--- src/tmr_pkg.sv ---
package tmr_pkg;

  // ==========================================================
  // Register map (byte offsets on the Avalon-MM slave)
  localparam logic [7:0] OFF_CTRL_A = 8'h00;
  localparam logic [7:0] OFF_CTRL_B = 8'h04;
  localparam logic [7:0] OFF_COUNT = 8'h08;
  localparam logic [7:0] OFF_CMP_A = 8'h0C;
  localparam logic [7:0] OFF_CMP_B = 8'h10;
  localparam logic [7:0] OFF_MASK = 8'h14;
  localparam logic [7:0] OFF_FLAG = 8'h18;
  localparam logic [7:0] OFF_ASYNC = 8'h1C;

  // ==========================================================
  // Field positions
  localparam int CA_COM_A = 6;
  localparam int CA_COM_B = 4;
  localparam int CA_WGM = 0;
  localparam int CB_FOC_A = 7;
  localparam int CB_FOC_B = 6;
  localparam int CB_WGM2 = 3;
  localparam int CB_CS = 0;
  localparam int FL_OVF = 0;
  localparam int FL_A = 1;
  localparam int FL_B = 2;
  localparam int AS_SEL = 0;

  // ==========================================================
  // Values
  localparam logic [7:0] BOTTOM = 8'h00;
  localparam logic [7:0] MAX = 8'hFF;
  localparam logic [7:0] RST_BYTE = 8'h00;
  localparam logic [1:0] COM_OFF = 2'h0;
  localparam logic [1:0] COM_TOGGLE = 2'h1;
  localparam logic [1:0] COM_CLEAR = 2'h2;
  localparam logic [1:0] COM_SET = 2'h3;
  localparam logic [2:0] CS_STOP = 3'h0;

  // Prescaler tap masks per clock source select code
  localparam logic [9:0] TAP_1 = 10'h000;
  localparam logic [9:0] TAP_8 = 10'h007;
  localparam logic [9:0] TAP_32 = 10'h01F;
  localparam logic [9:0] TAP_64 = 10'h03F;
  localparam logic [9:0] TAP_128 = 10'h07F;
  localparam logic [9:0] TAP_256 = 10'h0FF;
  localparam logic [9:0] TAP_1024 = 10'h3FF;

  typedef enum logic [2:0] {
    WGM_NORMAL = 3'h0,
    WGM_PC_MAX = 3'h1,
    WGM_CTC = 3'h2,
    WGM_FAST_MAX = 3'h3,
    WGM_RSV4 = 3'h4,
    WGM_PC_CMP = 3'h5,
    WGM_RSV6 = 3'h6,
    WGM_FAST_CMP = 3'h7
  } tmr_wgm_t;

  // Software configuration carried as one group
  typedef struct packed {
    logic [1:0] com_a;
    logic [1:0] com_b;
    tmr_wgm_t wgm;
    logic [2:0] cs;
    logic async_sel;
  } tmr_cfg_t;

  typedef struct packed {
    logic ch_b;
    logic ch_a;
    logic ovf;
  } tmr_irq_t;

endpackage

--- src/tmr_unit.sv ---
// Local design decisions: the register addresses and the Avalon-MM register port.
`timescale 1ns/1ps
// ==========================================================
// Overview of operation
// - Counter and both compare values are 8-bit registers.
// - Clock source select zero stops ticks; counter stays software accessible.
// - Async select bit moves tick source to oscillator pins.
// - Software counter write beats clear, increment or decrement.
// - Each tick clears, increments or decrements per 3-bit waveform mode.
// - Bottom 0x00, max 0xFF; top is max or compare A.
// - Comparator continuously checks counter against both compare values.
// - Match flag sets on the tick after equality.
// - Match flag clears on interrupt service or software write of one.
// - Each flag raises its request only when its mask bit is set.
// - Overflow flag set per mode and can request an interrupt.
// - Compare values double buffered in PWM modes only.
// - Buffered compare value loads only at top or bottom.
// - Compare writes go to buffer if buffered, else active register.
// - Force strobe acts like a match in non-PWM modes, no flag.
// - Counter write blocks every compare match of the next tick.
// - Compare output state survives waveform mode changes.
// - Compare output mode changes act immediately, unbuffered.
// - Waveform generator uses match, top, bottom, modes for outputs.
// - Compare output mode zero means a match leaves output unchanged.
// - Nonzero compare output mode overrides the port value on the pin.
module tmr_unit (
  // Clock and reset
  input wire logic clk,
  input wire logic rst,
  // Avalon-MM slave
  input wire logic [7:0] avs_address,
  input wire logic avs_read,
  input wire logic avs_write,
  input wire logic [31:0] avs_writedata,
  input wire logic [3:0] avs_byteenable,
  output logic [31:0] avs_readdata,
  output logic avs_waitrequest,
  // Interrupt requests and service acknowledges
  output tmr_pkg::tmr_irq_t irq_req,
  input wire tmr_pkg::tmr_irq_t irq_ack,
  // Oscillator pins
  input wire logic osc_pin_in,
  output logic osc_pin_out,
  // Port values and compare pins
  input wire logic port_val_a,
  input wire logic port_val_b,
  output logic compare_out_a,
  output logic compare_out_b
);

  // ==========================================================
  // Registers
  tmr_pkg::tmr_cfg_t cfg_q;
  logic [7:0] timer_count_value_q;
  logic [7:0] compare_value_a_q;
  logic [7:0] compare_value_b_q;
  logic [7:0] buf_a_q;
  logic [7:0] buf_b_q;
  tmr_pkg::tmr_irq_t timer_irq_mask_reg_q;
  tmr_pkg::tmr_irq_t timer_flag_reg_q;
  logic down_q;
  logic block_q;
  logic oc_a_q;
  logic oc_b_q;
  logic [9:0] pre_q;
  logic osc_prev_q;
  logic [31:0] rdata_q;
  logic wait_q;
  tmr_pkg::tmr_irq_t irq_q;
  logic osc_out_q;
  logic pin_a_q;
  logic pin_b_q;

  // ==========================================================
  // Bus decode
  logic acc;
  logic wr;
  logic [7:0] wbyte;
  assign acc = (avs_read | avs_write) & ~wait_q;
  assign wr = acc & avs_write & avs_byteenable[0];
  assign wbyte = avs_writedata[7:0];

  logic wr_ctrl_a;
  logic wr_ctrl_b;
  logic wr_count;
  logic wr_cmp_a;
  logic wr_cmp_b;
  logic wr_mask;
  logic wr_flag;
  logic wr_async;
  assign wr_ctrl_a = wr && (avs_address == tmr_pkg::OFF_CTRL_A);
  assign wr_ctrl_b = wr && (avs_address == tmr_pkg::OFF_CTRL_B);
  assign wr_count = wr && (avs_address == tmr_pkg::OFF_COUNT);
  assign wr_cmp_a = wr && (avs_address == tmr_pkg::OFF_CMP_A);
  assign wr_cmp_b = wr && (avs_address == tmr_pkg::OFF_CMP_B);
  assign wr_mask = wr && (avs_address == tmr_pkg::OFF_MASK);
  assign wr_flag = wr && (avs_address == tmr_pkg::OFF_FLAG);
  assign wr_async = wr && (avs_address == tmr_pkg::OFF_ASYNC);

  // One wait cycle per access, so read data can come from a flop
  always_ff @(posedge clk)
  begin
    if (rst)
      wait_q <= 1'b1;
    else
      wait_q <= ~((avs_read | avs_write) & wait_q);
  end

  always_ff @(posedge clk)
  begin
    if (rst)
      rdata_q <= 32'h00000000;
    else if (avs_read & wait_q)
    begin
      unique case (avs_address)
        tmr_pkg::OFF_CTRL_A:
          rdata_q <= {24'h000000, cfg_q.com_a, cfg_q.com_b, 2'h0, cfg_q.wgm[1:0]};
        tmr_pkg::OFF_CTRL_B:
          rdata_q <= {24'h000000, 4'h0, cfg_q.wgm[2], cfg_q.cs};
        tmr_pkg::OFF_COUNT:
          rdata_q <= {24'h000000, timer_count_value_q};
        tmr_pkg::OFF_CMP_A:
          rdata_q <= {24'h000000, buf_a_q};
        tmr_pkg::OFF_CMP_B:
          rdata_q <= {24'h000000, buf_b_q};
        tmr_pkg::OFF_MASK:
          rdata_q <= {29'h00000000, timer_irq_mask_reg_q};
        tmr_pkg::OFF_FLAG:
          rdata_q <= {29'h00000000, timer_flag_reg_q};
        tmr_pkg::OFF_ASYNC:
          rdata_q <= {31'h00000000, cfg_q.async_sel};
        default:
          rdata_q <= 32'h00000000;
      endcase
    end
  end

  // ==========================================================
  // Configuration
  // mode fields apply at once
  always_ff @(posedge clk)
  begin
    if (rst)
      cfg_q <= '{com_a: tmr_pkg::COM_OFF, com_b: tmr_pkg::COM_OFF,
                 wgm: tmr_pkg::WGM_NORMAL, cs: tmr_pkg::CS_STOP, async_sel: 1'b0};
    else
    begin
      if (wr_ctrl_a)
      begin
        cfg_q.com_a <= wbyte[tmr_pkg::CA_COM_A +: 2];
        cfg_q.com_b <= wbyte[tmr_pkg::CA_COM_B +: 2];
        cfg_q.wgm <= tmr_pkg::tmr_wgm_t'({cfg_q.wgm[2], wbyte[tmr_pkg::CA_WGM +: 2]});
      end
      if (wr_ctrl_b)
      begin
        cfg_q.wgm <= tmr_pkg::tmr_wgm_t'({wbyte[tmr_pkg::CB_WGM2], cfg_q.wgm[1:0]});
        cfg_q.cs <= wbyte[tmr_pkg::CB_CS +: 3];
      end
      if (wr_async)
        cfg_q.async_sel <= wbyte[tmr_pkg::AS_SEL];
    end
  end

  always_ff @(posedge clk)
  begin
    if (rst)
      timer_irq_mask_reg_q <= '0;
    else if (wr_mask)
      timer_irq_mask_reg_q <= wbyte[2:0];
  end

  // ==========================================================
  // Tick generation
  logic src_pulse;
  logic [9:0] tap;
  logic tick;
  assign src_pulse = cfg_q.async_sel ? (osc_pin_in & ~osc_prev_q) : 1'b1;

  always_comb
  begin
    unique case (cfg_q.cs)
      3'h1: tap = tmr_pkg::TAP_1;
      3'h2: tap = tmr_pkg::TAP_8;
      3'h3: tap = tmr_pkg::TAP_32;
      3'h4: tap = tmr_pkg::TAP_64;
      3'h5: tap = tmr_pkg::TAP_128;
      3'h6: tap = tmr_pkg::TAP_256;
      3'h7: tap = tmr_pkg::TAP_1024;
      default: tap = tmr_pkg::TAP_1;
    endcase
  end

  assign tick = (cfg_q.cs != tmr_pkg::CS_STOP) && src_pulse && ((pre_q & tap) == tap);

  // Prescaler runs free so the phase of a tap is not tied to enabling
  always_ff @(posedge clk)
  begin
    if (rst)
    begin
      pre_q <= 10'h000;
      osc_prev_q <= 1'b0;
      osc_out_q <= 1'b1;
    end
    else
    begin
      osc_prev_q <= osc_pin_in;
      osc_out_q <= cfg_q.async_sel ? ~osc_pin_in : 1'b1;
      if (src_pulse)
        pre_q <= pre_q + 10'h001;
    end
  end

  // ==========================================================
  // Counter unit
  logic pwm;
  logic fast;
  logic pc;
  logic [7:0] top;
  logic at_top;
  logic at_bottom;
  logic match_a;
  logic match_b;
  logic hit_a;
  logic hit_b;
  logic ovf_evt;

  assign pwm = cfg_q.wgm[0];
  assign fast = pwm & cfg_q.wgm[1];
  assign pc = pwm & ~cfg_q.wgm[1];
  // top is max or compare A
  assign top = (cfg_q.wgm == tmr_pkg::WGM_CTC || cfg_q.wgm[2]) ? compare_value_a_q : tmr_pkg::MAX;
  assign at_top = timer_count_value_q == top;
  assign at_bottom = timer_count_value_q == tmr_pkg::BOTTOM;
  assign match_a = timer_count_value_q == compare_value_a_q;
  assign match_b = timer_count_value_q == compare_value_b_q;
  // matches blocked after a counter write
  assign hit_a = tick & match_a & ~block_q;
  assign hit_b = tick & match_b & ~block_q;

  always_comb
  begin
    if (fast)
      ovf_evt = tick & at_top;
    else if (pc)
      ovf_evt = tick & at_bottom & down_q;
    else
      ovf_evt = tick & (timer_count_value_q == tmr_pkg::MAX);
  end

  always_ff @(posedge clk)
  begin
    if (rst)
    begin
      timer_count_value_q <= tmr_pkg::RST_BYTE;
      down_q <= 1'b0;
    end
    else if (wr_count)
      timer_count_value_q <= wbyte;
    else if (tick)
    begin
      if (pc)
      begin
        if (!down_q && at_top)
        begin
          down_q <= 1'b1;
          timer_count_value_q <= timer_count_value_q - 8'h01;
        end
        else if (down_q && at_bottom)
        begin
          down_q <= 1'b0;
          timer_count_value_q <= timer_count_value_q + 8'h01;
        end
        else if (down_q)
          timer_count_value_q <= timer_count_value_q - 8'h01;
        else
          timer_count_value_q <= timer_count_value_q + 8'h01;
      end
      else
      begin
        down_q <= 1'b0;
        if (cfg_q.wgm != tmr_pkg::WGM_NORMAL && at_top)
          timer_count_value_q <= tmr_pkg::BOTTOM;
        else
          timer_count_value_q <= timer_count_value_q + 8'h01;
      end
    end
  end

  // block lasts until the next tick, even while stopped
  always_ff @(posedge clk)
  begin
    if (rst)
      block_q <= 1'b0;
    else if (wr_count)
      block_q <= 1'b1;
    else if (tick)
      block_q <= 1'b0;
  end

  // ==========================================================
  // Compare registers
  logic load;
  // reload at top (also the turn to bottom)
  assign load = pwm & tick & at_top;

  always_ff @(posedge clk)
  begin
    if (rst)
    begin
      buf_a_q <= tmr_pkg::RST_BYTE;
      buf_b_q <= tmr_pkg::RST_BYTE;
    end
    else
    begin
      if (wr_cmp_a)
        buf_a_q <= wbyte;
      if (wr_cmp_b)
        buf_b_q <= wbyte;
    end
  end

  always_ff @(posedge clk)
  begin
    if (rst)
    begin
      compare_value_a_q <= tmr_pkg::RST_BYTE;
      compare_value_b_q <= tmr_pkg::RST_BYTE;
    end
    else if (!pwm)
    begin
      if (wr_cmp_a)
        compare_value_a_q <= wbyte;
      if (wr_cmp_b)
        compare_value_b_q <= wbyte;
    end
    else if (load)
    begin
      compare_value_a_q <= buf_a_q;
      compare_value_b_q <= buf_b_q;
    end
  end

  // ==========================================================
  // Flags and requests
  tmr_pkg::tmr_irq_t set_f;
  tmr_pkg::tmr_irq_t clr_f;
  assign set_f = '{ch_b: hit_b, ch_a: hit_a, ovf: ovf_evt};
  // service or write of one clears
  assign clr_f = irq_ack | (wr_flag ? tmr_pkg::tmr_irq_t'(wbyte[2:0]) : '0);

  // flag set on the tick after equality
  // zeros leave flags alone; set beats clear
  always_ff @(posedge clk)
  begin
    if (rst)
      timer_flag_reg_q <= '0;
    else
      timer_flag_reg_q <= set_f | (timer_flag_reg_q & ~clr_f);
  end

  always_ff @(posedge clk)
  begin
    if (rst)
      irq_q <= '0;
    else
      irq_q <= timer_flag_reg_q & timer_irq_mask_reg_q;
  end

  // ==========================================================
  // Waveform generator
  logic foc_a;
  logic foc_b;
  assign foc_a = wr_ctrl_b & wbyte[tmr_pkg::CB_FOC_A] & ~pwm;
  assign foc_b = wr_ctrl_b & wbyte[tmr_pkg::CB_FOC_B] & ~pwm;

  // next output from match, top, bottom and modes
  // mode zero leaves the state alone
  function automatic logic wave(input logic oc, input logic [1:0] com, input logic hit,
                                input logic force_m, input logic is_a);
    logic r;
    r = oc;
    if (com != tmr_pkg::COM_OFF)
    begin
      if (!pwm)
      begin
        if (hit | force_m)
          r = (com == tmr_pkg::COM_TOGGLE) ? ~oc : (com == tmr_pkg::COM_SET);
      end
      else if (com == tmr_pkg::COM_TOGGLE)
      begin
        if (hit & is_a & cfg_q.wgm[2])
          r = ~oc;
      end
      else if (fast)
      begin
        if (hit)
          r = (com == tmr_pkg::COM_SET);
        else if (tick & at_top)
          r = (com == tmr_pkg::COM_CLEAR);
      end
      else if (hit)
        r = (com == tmr_pkg::COM_SET) ? ~down_q : down_q;
    end
    return r;
  endfunction

  // state is never reset by a mode change
  always_ff @(posedge clk)
  begin
    if (rst)
    begin
      oc_a_q <= 1'b0;
      oc_b_q <= 1'b0;
    end
    else
    begin
      oc_a_q <= wave(oc_a_q, cfg_q.com_a, hit_a, foc_a, 1'b1);
      oc_b_q <= wave(oc_b_q, cfg_q.com_b, hit_b, foc_b, 1'b0);
    end
  end

  // nonzero mode overrides the port value
  always_ff @(posedge clk)
  begin
    if (rst)
    begin
      pin_a_q <= 1'b0;
      pin_b_q <= 1'b0;
    end
    else
    begin
      pin_a_q <= (cfg_q.com_a != tmr_pkg::COM_OFF) ? oc_a_q : port_val_a;
      pin_b_q <= (cfg_q.com_b != tmr_pkg::COM_OFF) ? oc_b_q : port_val_b;
    end
  end

  // ==========================================================
  // Outputs
  assign avs_readdata = rdata_q;
  assign avs_waitrequest = wait_q;
  assign irq_req = irq_q;
  assign osc_pin_out = osc_out_q;
  assign compare_out_a = pin_a_q;
  assign compare_out_b = pin_b_q;

endmodule // tmr_unit

--- config.mk ---
export PLATFORM = sky130hd
export DESIGN_NAME = tmr_unit
export DESIGN_NICKNAME = d
export VERILOG_FILES = /design/src/tmr_pkg.sv /design/src/tmr_unit.sv
export SDC_FILE = /design/constraint.sdc
export NUM_CORES = 1
export LEC_CHECK = 0
export ABC_AREA = 1
export CORE_MARGIN = 4
export CORE_UTILIZATION = 56
export DETAILED_ROUTE_END_ITERATION = 6
export DONT_BUFFER_PORTS = 1
export PLACE_DENSITY_LB_ADDON = 0.1
export SETUP_SLACK_MARGIN = 0.15
export SYNTH_ARGS = -nofsm -noshare
export SYNTH_HDL_FRONTEND = slang
export SYNTH_SLANG_ARGS = --single-unit
--- constraint.sdc ---
create_clock -name clk -period 1.81 [get_ports clk]
set_input_delay 0.2715 -clock clk [delete_from_list [all_inputs] [get_ports clk]]
set_output_delay 0.2715 -clock clk [all_outputs]
set_load 0.005 [all_outputs]
==> reports/summary.txt, run 1 <==
1st-pass router iterations = 5
CP startpoint kind = register
Max Cap Viol = 0
CTS max path bufs = 2
Setup violators final = 0
Std-Cell Core Area = 8810 µm²
Worst VDD drop = 0.540 mV
Synth-to-layout area growth = 22.2%
Crit-path cells = inv_4 > nand2_2 > nand2_2 > nor2_2 > nand3_2 > nor2_4 > nand2_4 > nor2_4 > nand2_4 > nand2_8 > buf_12 > o21ai_1 > a21oi_1
Top cell type's share of synthesized area = 0.342
Lkg Pwr = 2.70 nW
Layout fillers = 754
Final number of hold-violating endpoints = 0
DRC Markers = 0
YS warnings = 0
Initial detailed-routing violation count = 302
Utilization after layout = 0.707
CP max FO = 5
Root Driver = clkbuf_8
Fin crit period = 1.81 ns
Drt total wl = 16.3 mm
Critical-path top delay cell = dfxtp_4
Worst skew pair latency = 0.37 ns
Fmax = 0.553 GHz
Largest net degree at the start of global routing = 38
Routed Antenna Nets = 0
Starting Density = 0.578
Synthesis-stage register bit count = 87
Fin nets = 875
I/O Buffers = 0
Die width = 103 µm
TritonCTS clock tree = yes
Via Count = 5406
GR Overflow Total = 0
TritonCTS Sinks = 87
Distinct cells, synth = 41
Ant. Diodes = 0
Post-synthesis cell count = 754
Synth top area cells = dfxtp_1, nand2_1, a21oi_1, o21ai_0, inv_1
Outcome = completed
Num CTS Buffers = 9
Mapped cell area = 5090 µm²
First-pass GRT wire length = 26.1 mm
Pwr Density = 573 nW/µm²
Fin. max-slew vios = 0
PnR Total Power = 3.57 mW
Required @ worst endpoint = 2.11 ns
Die Y = 103 µm
WP buf/inv = 2
Top-level I/O count = 93
Cell count after placement = 888
Register area share after synthesis = 0.342
Final period util = 0.999
# rows = 34
Cell taking the most area after synthesis = dfxtp_1
Crit Path Class = register to register
GRT Util Overall = 0.316
Clock skew = 0.0146 ns
WP data arrival = 2.11 ns
GPL Wtd Cong = 0.922
Clock transition at path regs = 0.10 ns
Post-Syn Area per Cell = 6.75 µm²
Vias in the first global route = 5087
Top delay family on crit path = simple AND/OR/NAND/NOR gates
Die area = 10700 µm²
Fin cells = 931
WL/cell = 17.5 µm
Share of post-route cells with drive strength above 1 = 0.281
Detail Placement HPWL = 11.5 mm
Vias per cell = 5.81
Unrepaired setup endpoints after global routing = true
Initial antenna violation count = 0
CP peak stage delay = 0.41 ns
Hold Crit Class = primary input to register
Setup crit end kind = register
H-tree Lvls = 3
## logic make-up after synthesis
kind of cell    synth area share
buf+inv                    0.133
xor+xnor                  0.0206
compound gates             0.225
simple gates               0.272
fa+ha+maj                0.00737
flops                      0.342
other cells             0.000736
## area by class of cell
cell class              count  area, µm²  share of cell area
clock inverters             7       90.1              0.0145
repair buffers             81        674               0.108
well taps                 108        135              0.0217
flip-flops and latches     87       1790               0.287
clock buffers               9        124              0.0199
multi-input cells         550       3060               0.491
inverters                  89        354              0.0569
## cell usage in the layout, fill, tap and decap left out, drive strengths merged, types with 2 or more instances in the layout
master and n:
a21oi 108, clkinvlp 2, clkbuf 9, o2111ai 8
and3 2, dfxtp 87, nor2 68, xnor2 3
nand4 8, o221ai 4, nand2 175, buf 81
a31oi 2, conb 24, inv 92, o21ai 82
ha 3, nor3 11, xor2 9, o22ai 4
nand3 34
## worst paths after layout
path | cells past startpoint | startpoint | slack, ns | end
setup / recovery | 13 | timer_count_value_q[7]$_SDFFE_PP0P_ | 0.002 | compare_value_b_q[7]$_SDFFE_PP0P_
hold / removal | 1 | avs_read | 0.02 | avs_waitrequest$_SDFF_PP1_
setup reg to reg | 13 | timer_count_value_q[7]$_SDFFE_PP0P_ | 0.002 | compare_value_b_q[7]$_SDFFE_PP0P_
hold reg to reg | 2 | pre_q[9]$_SDFFE_PP0N_ | 0.46 | pre_q[9]$_SDFFE_PP0N_
## cells in the mapped netlist
master	instances
nor2_8	1
nor3_2	3
clkbuf_2	1
inv_2	13
xor2_1	9
nor3_4	1
o2111ai_1	8
ha_1	3
conb_1	1
nand3_1	32
buf_1	3
buf_4	29
nand4_1	8
nand2_1	160
dfxtp_1	87
a21oi_1	104
nor2_2	5
o21ai_1	8
nand3_2	2
o221ai_1	4
nand2_2	6
nor2_4	4
a21oi_2	4
buf_12	2
nor2_1	58
a31oi_1	2
or2_4	1
nand3b_1	1
nand2_4	8
and3_1	2
inv_1	76
a211oi_1	1
nor3_1	7
o21ai_0	73
xnor2_1	3
o32ai_1	1
clkbuf_1	12
o21ai_4	1
o22ai_1	4
o211ai_1	1
buf_2	5
## worst reg2reg max path, stage by stage (launching register included)
cell and delay (ns):
dfxtp_4 0.41, inv_4 0.04, nand2_2 0.05, nand2_2 0.05
nor2_2 0.13, nand3_2 0.11, nor2_4 0.21, nand2_4 0.09
nor2_4 0.13, nand2_4 0.12, nand2_8 0.11, buf_12 0.11
o21ai_1 0.06, a21oi_1 0.12
## flip-flops by register name, indices dropped and copies added (netlist names)
signal / cells
irq_req: 3
pre_q: 10
avs_waitrequest: 1
osc_prev_q: 1
timer_irq_mask_reg_q: 3
oc_a_q: 1
block_q: 1
buf_b_q: 8
timer_count_value_q: 8
compare_out_a: 1
avs_readdata: 8
down_q: 1
compare_value_a_q: 8
cfg_q: 11
buf_a_q: 8
compare_out_b: 1
compare_value_b_q: 8
oc_b_q: 1
timer_flag_reg_q: 3
osc_pin_out: 1
## where the power goes
group / switching (mW) / internal [mW]
clock: 0.809 / 0.669
combinational: 0.119 / 0.0442
sequential: 0.0107 / 1.91
## routing by layer
metal,global-route usage,vias up,share of wire
met4,0.110,0,0.038
li1,-,2562,-
met3,0.0778,59,0.089
met2,0.496,259,0.45
met1,0.425,2526,0.42
met5,0,-,0
## through the flow
step | area [µm²] | setup TNS (ns) | hold slack, ns | setup slack [ns]
floorplan | 5200 | 0 | 0.387 | 0.154
global placement | 5400 | -0.584 | 0.345 | -0.0864
detailed placement | 5400 | -0.764 | 0.346 | -0.0799
CTS | 6010 | 0 | 0.00936 | 0.0541
global route | 6220 | -1.23 | 0.0373 | -0.0966
finish | 6220 | 0 | 0.0164 | 0.00246
## timing repair
action,CTS,global route
resized for setup,78,59
buffers inserted,20,5
hold buffers,1,0
cloned,1,0
pin swaps,26,30
endpoints found under the hold margin,27,0
endpoints found under the setup margin,29,33
(Power assumes the default switching activity.)
==> inputs of run 2 (changes only) <==
MAX_ROUTING_LAYER = met4   (was default)
==> reports/summary.txt, run 2 (synthesis results as in run 1) <==
Largest net degree at the start of global routing = 51 (+34%)
Initial antenna violation count = 0 (unchanged)
# rows = 34 (unchanged)
Setup_tns = 0 ns (unchanged)
Die width = 103 µm (unchanged)
Detail Placement HPWL = 11.5 mm (+0.27%)
RR Startpoint = pre_q[5]$_SDFFE_PP0N_
Routed Antenna Nets = 0 (unchanged)
TritonCTS Sinks = 87 (unchanged)
Die area = 10700 µm² (unchanged)
Vias per cell = 5.70 (-1.8%)
Max reg flops = 11 (unchanged)
Worst hold margin = 0.0223 ns (+0.00588 ns)
WP depth = 12 (-1)
First-pass GRT wire length = 25.3 mm (-3.0%)
WL/cell = 17.5 µm (+0.26%)
Vias in the first global route = 4941 (-2.9%)
Pwr Density = 552 nW/µm² (-3.6%)
Outcome = completed
Critical-path top delay cell = dfxtp_1
I/O Buffers = 0 (unchanged)
Crit Path Class = register to register
Fin nets = 878 (+0.34%)
TritonCTS clock tree = yes
Initial detailed-routing violation count = 419 (+39%)
Largest Register = cfg_q
Final number of hold-violating endpoints = 0 (unchanged)
Fmax = 0.569 GHz (+2.9%)
Unrepaired setup endpoints after global routing = true
R2r setup slk = 0.05 ns (+0.05 ns)
WP buf/inv = 2 (unchanged)
CP startpoint kind = register
Lkg Pwr = 2.63 nW (-2.5%)
Hold Crit Class = primary input to register
Setup crit end kind = register
Setup violators final = 0 (unchanged)
Crit-path cells = inv_1 > a21oi_1 > nand2_1 > nand2_1 > nand2_2 > nor2_4 > inv_4 > nor2_4 > nand2_8 > nand2_8 > o21ai_0 > a21oi_1
Die Y = 103 µm (unchanged)
Most frequent cells in the layout = nand2_1, a21oi_1, buf_4
FF-to-FF path depth = 12 (-1)
GR Overflow Total = 0 (unchanged)
Top delay family on crit path = simple AND/OR/NAND/NOR gates
Required @ worst endpoint = 2.10 ns (about the same)
1st-pass router iterations = 5 (unchanged)
H-tree Lvls = 3 (unchanged)
Final period util = 0.971 (-0.0279)
GPL Wtd Cong = 0.920 (-0.28%)
Ant. Diodes = 0 (unchanged)
Root Driver = clkbuf_8
Clock skew = 0.00932 ns (-0.00529 ns)
CP max FO = 8 (+3)
Max Cap Viol = 0 (unchanged)
CTS max path bufs = 2 (unchanged)
Share of post-route cells with drive strength above 1 = 0.295 (+0.0147)
DRC Markers = 0 (unchanged)
R2r endpoint = compare_value_a_q[2]$_SDFFE_PP0P_
Via Count = 5327 (-1.5%)
GRT Util Overall = 0.319 (+0.00316)
Biggest regs = cfg_q x11, pre_q x10
Layout fillers = 732 (-2.9%)
Clock transition at path regs = 0.09 ns (about the same)
Worst skew pair latency = 0.36 ns (about the same)
Worst VDD drop = 0.664 mV (+23%)
Num CTS Buffers = 9 (unchanged)
Fin crit period = 1.76 ns (-0.0504 ns)
Top-level I/O count = 93 (unchanged)
Starting Density = 0.578 (unchanged)
CP startpoint = pre_q[5]$_SDFFE_PP0N_
Synth-to-layout area growth = 22.7%
Drt total wl = 16.4 mm (+0.58%)
Fin. max-slew vios = 0 (unchanged)
CP peak stage delay = 0.34 ns (-0.07 ns)
WP data arrival = 2.05 ns (-0.06 ns)
Std-Cell Core Area = 8810 µm² (unchanged)
Most common cell after layout, fill and taps aside = nand2_1
Critical Path Sink = compare_value_a_q[2]$_SDFFE_PP0P_
==> run 2: changes by cell type in the layout (fill, tap and decap cells not counted), moves of 3 or more <==
cell | previous run | this run
buf_4 | 69 | 77
buf_6 | 9 | 3
o21ai_0 | 62 | 56
o21ai_2 | 7 | 13
a21oi_1 | 92 | 97
a21oi_2 | 16 | 11
inv_1 | 69 | 64
inv_2 | 13 | 18
nand2_2 | 16 | 21
nand2_1 | 143 | 140
==> run 2: layout make-up <==
| type | instances | area [µm²] | area share |
|---|---|---|---|
| multi-input combinational | 551 | 3120 | 0.498 |
| sequential | 87 | 1780 | 0.285 |
| timing repair buffer | 83 | 672 | 0.108 |
| inverter | 89 | 354 | 0.0567 |
| tap | 108 | 135 | 0.0216 |
| clock buffer | 11 | 131 | 0.0210 |
| clock inverter | 5 | 57.6 | 0.00921 |
==> run 2: repair_timing <==
action | in CTS | in global routing
setup buffers | 16 | 9
gates cloned | 2 | 0
setup endpoints to repair | 30 | 32
resized for setup | 61 | 82
endpoints found under the hold margin | 27 | 0
pin swaps | 15 | 35
hold buffers | 1 | 0
==> run 2: report_power, final <==
group          switching [mW]  internal (mW)  total, mW
combinational           0.123         0.0463      0.170
clock                   0.715          0.643       1.36
sequential            0.00986           1.91       1.92
total                   0.848           2.60       3.45
==> run 2: how the worst min path moves through the flow <==
stage	startpoint	endpoint	slack (ns)	cells after the start
finish	avs_read	avs_waitrequest$_SDFF_PP1_	0.02	1
global route	avs_read	avs_waitrequest$_SDFF_PP1_	0.003	1
CTS	avs_read	avs_waitrequest$_SDFF_PP1_	0.002	1
floorplan	avs_read	avs_waitrequest$_SDFF_PP1_	0.39	1
detailed placement	rst	down_q$_SDFFE_PP0P_	0.35	1
global placement	rst	down_q$_SDFFE_PP0P_	0.34	1
==> run 2: worst reg2reg max path, stage by stage (launching register included) <==
cell	delay [ns]
dfxtp_1	0.34
inv_1	0.10
a21oi_1	0.14
nand2_1	0.06
nand2_1	0.07
nand2_2	0.07
nor2_4	0.17
inv_4	0.08
nor2_4	0.20
nand2_8	0.13
nand2_8	0.14
o21ai_0	0.08
a21oi_1	0.12
==> run 2: stage by stage <==
stage | setup WS [ns] | total power, mW | util | instance area [µm²] | std cells
detailed placement | -0.0691 | 2.12 | 0.618 | 5440 | 890
global route | -0.0634 | 3.57 | 0.710 | 6250 | 934
finish | 0.0529 | 3.45 | 0.710 | 6250 | 934
global placement | -0.0451 | 2.12 | 0.618 | 5440 | 890
floorplan | 0.154 | 2.12 | - | 5200 | 777
CTS | 0.0954 | 3.47 | 0.672 | 5920 | 925
==> run 2: routing by layer <==
| metal | GRT usage | wire, µm | vias to the layer above |
|---|---|---|---|
| li1 | - | - | 2571 |
| met1 | 0.432 | 6870 | 2449 |
| met2 | 0.480 | 7590 | 272 |
| met3 | 0.0496 | 1510 | 35 |
| met4 | 0.123 | 382 | 0 |
| met5 | - | 0 | - |
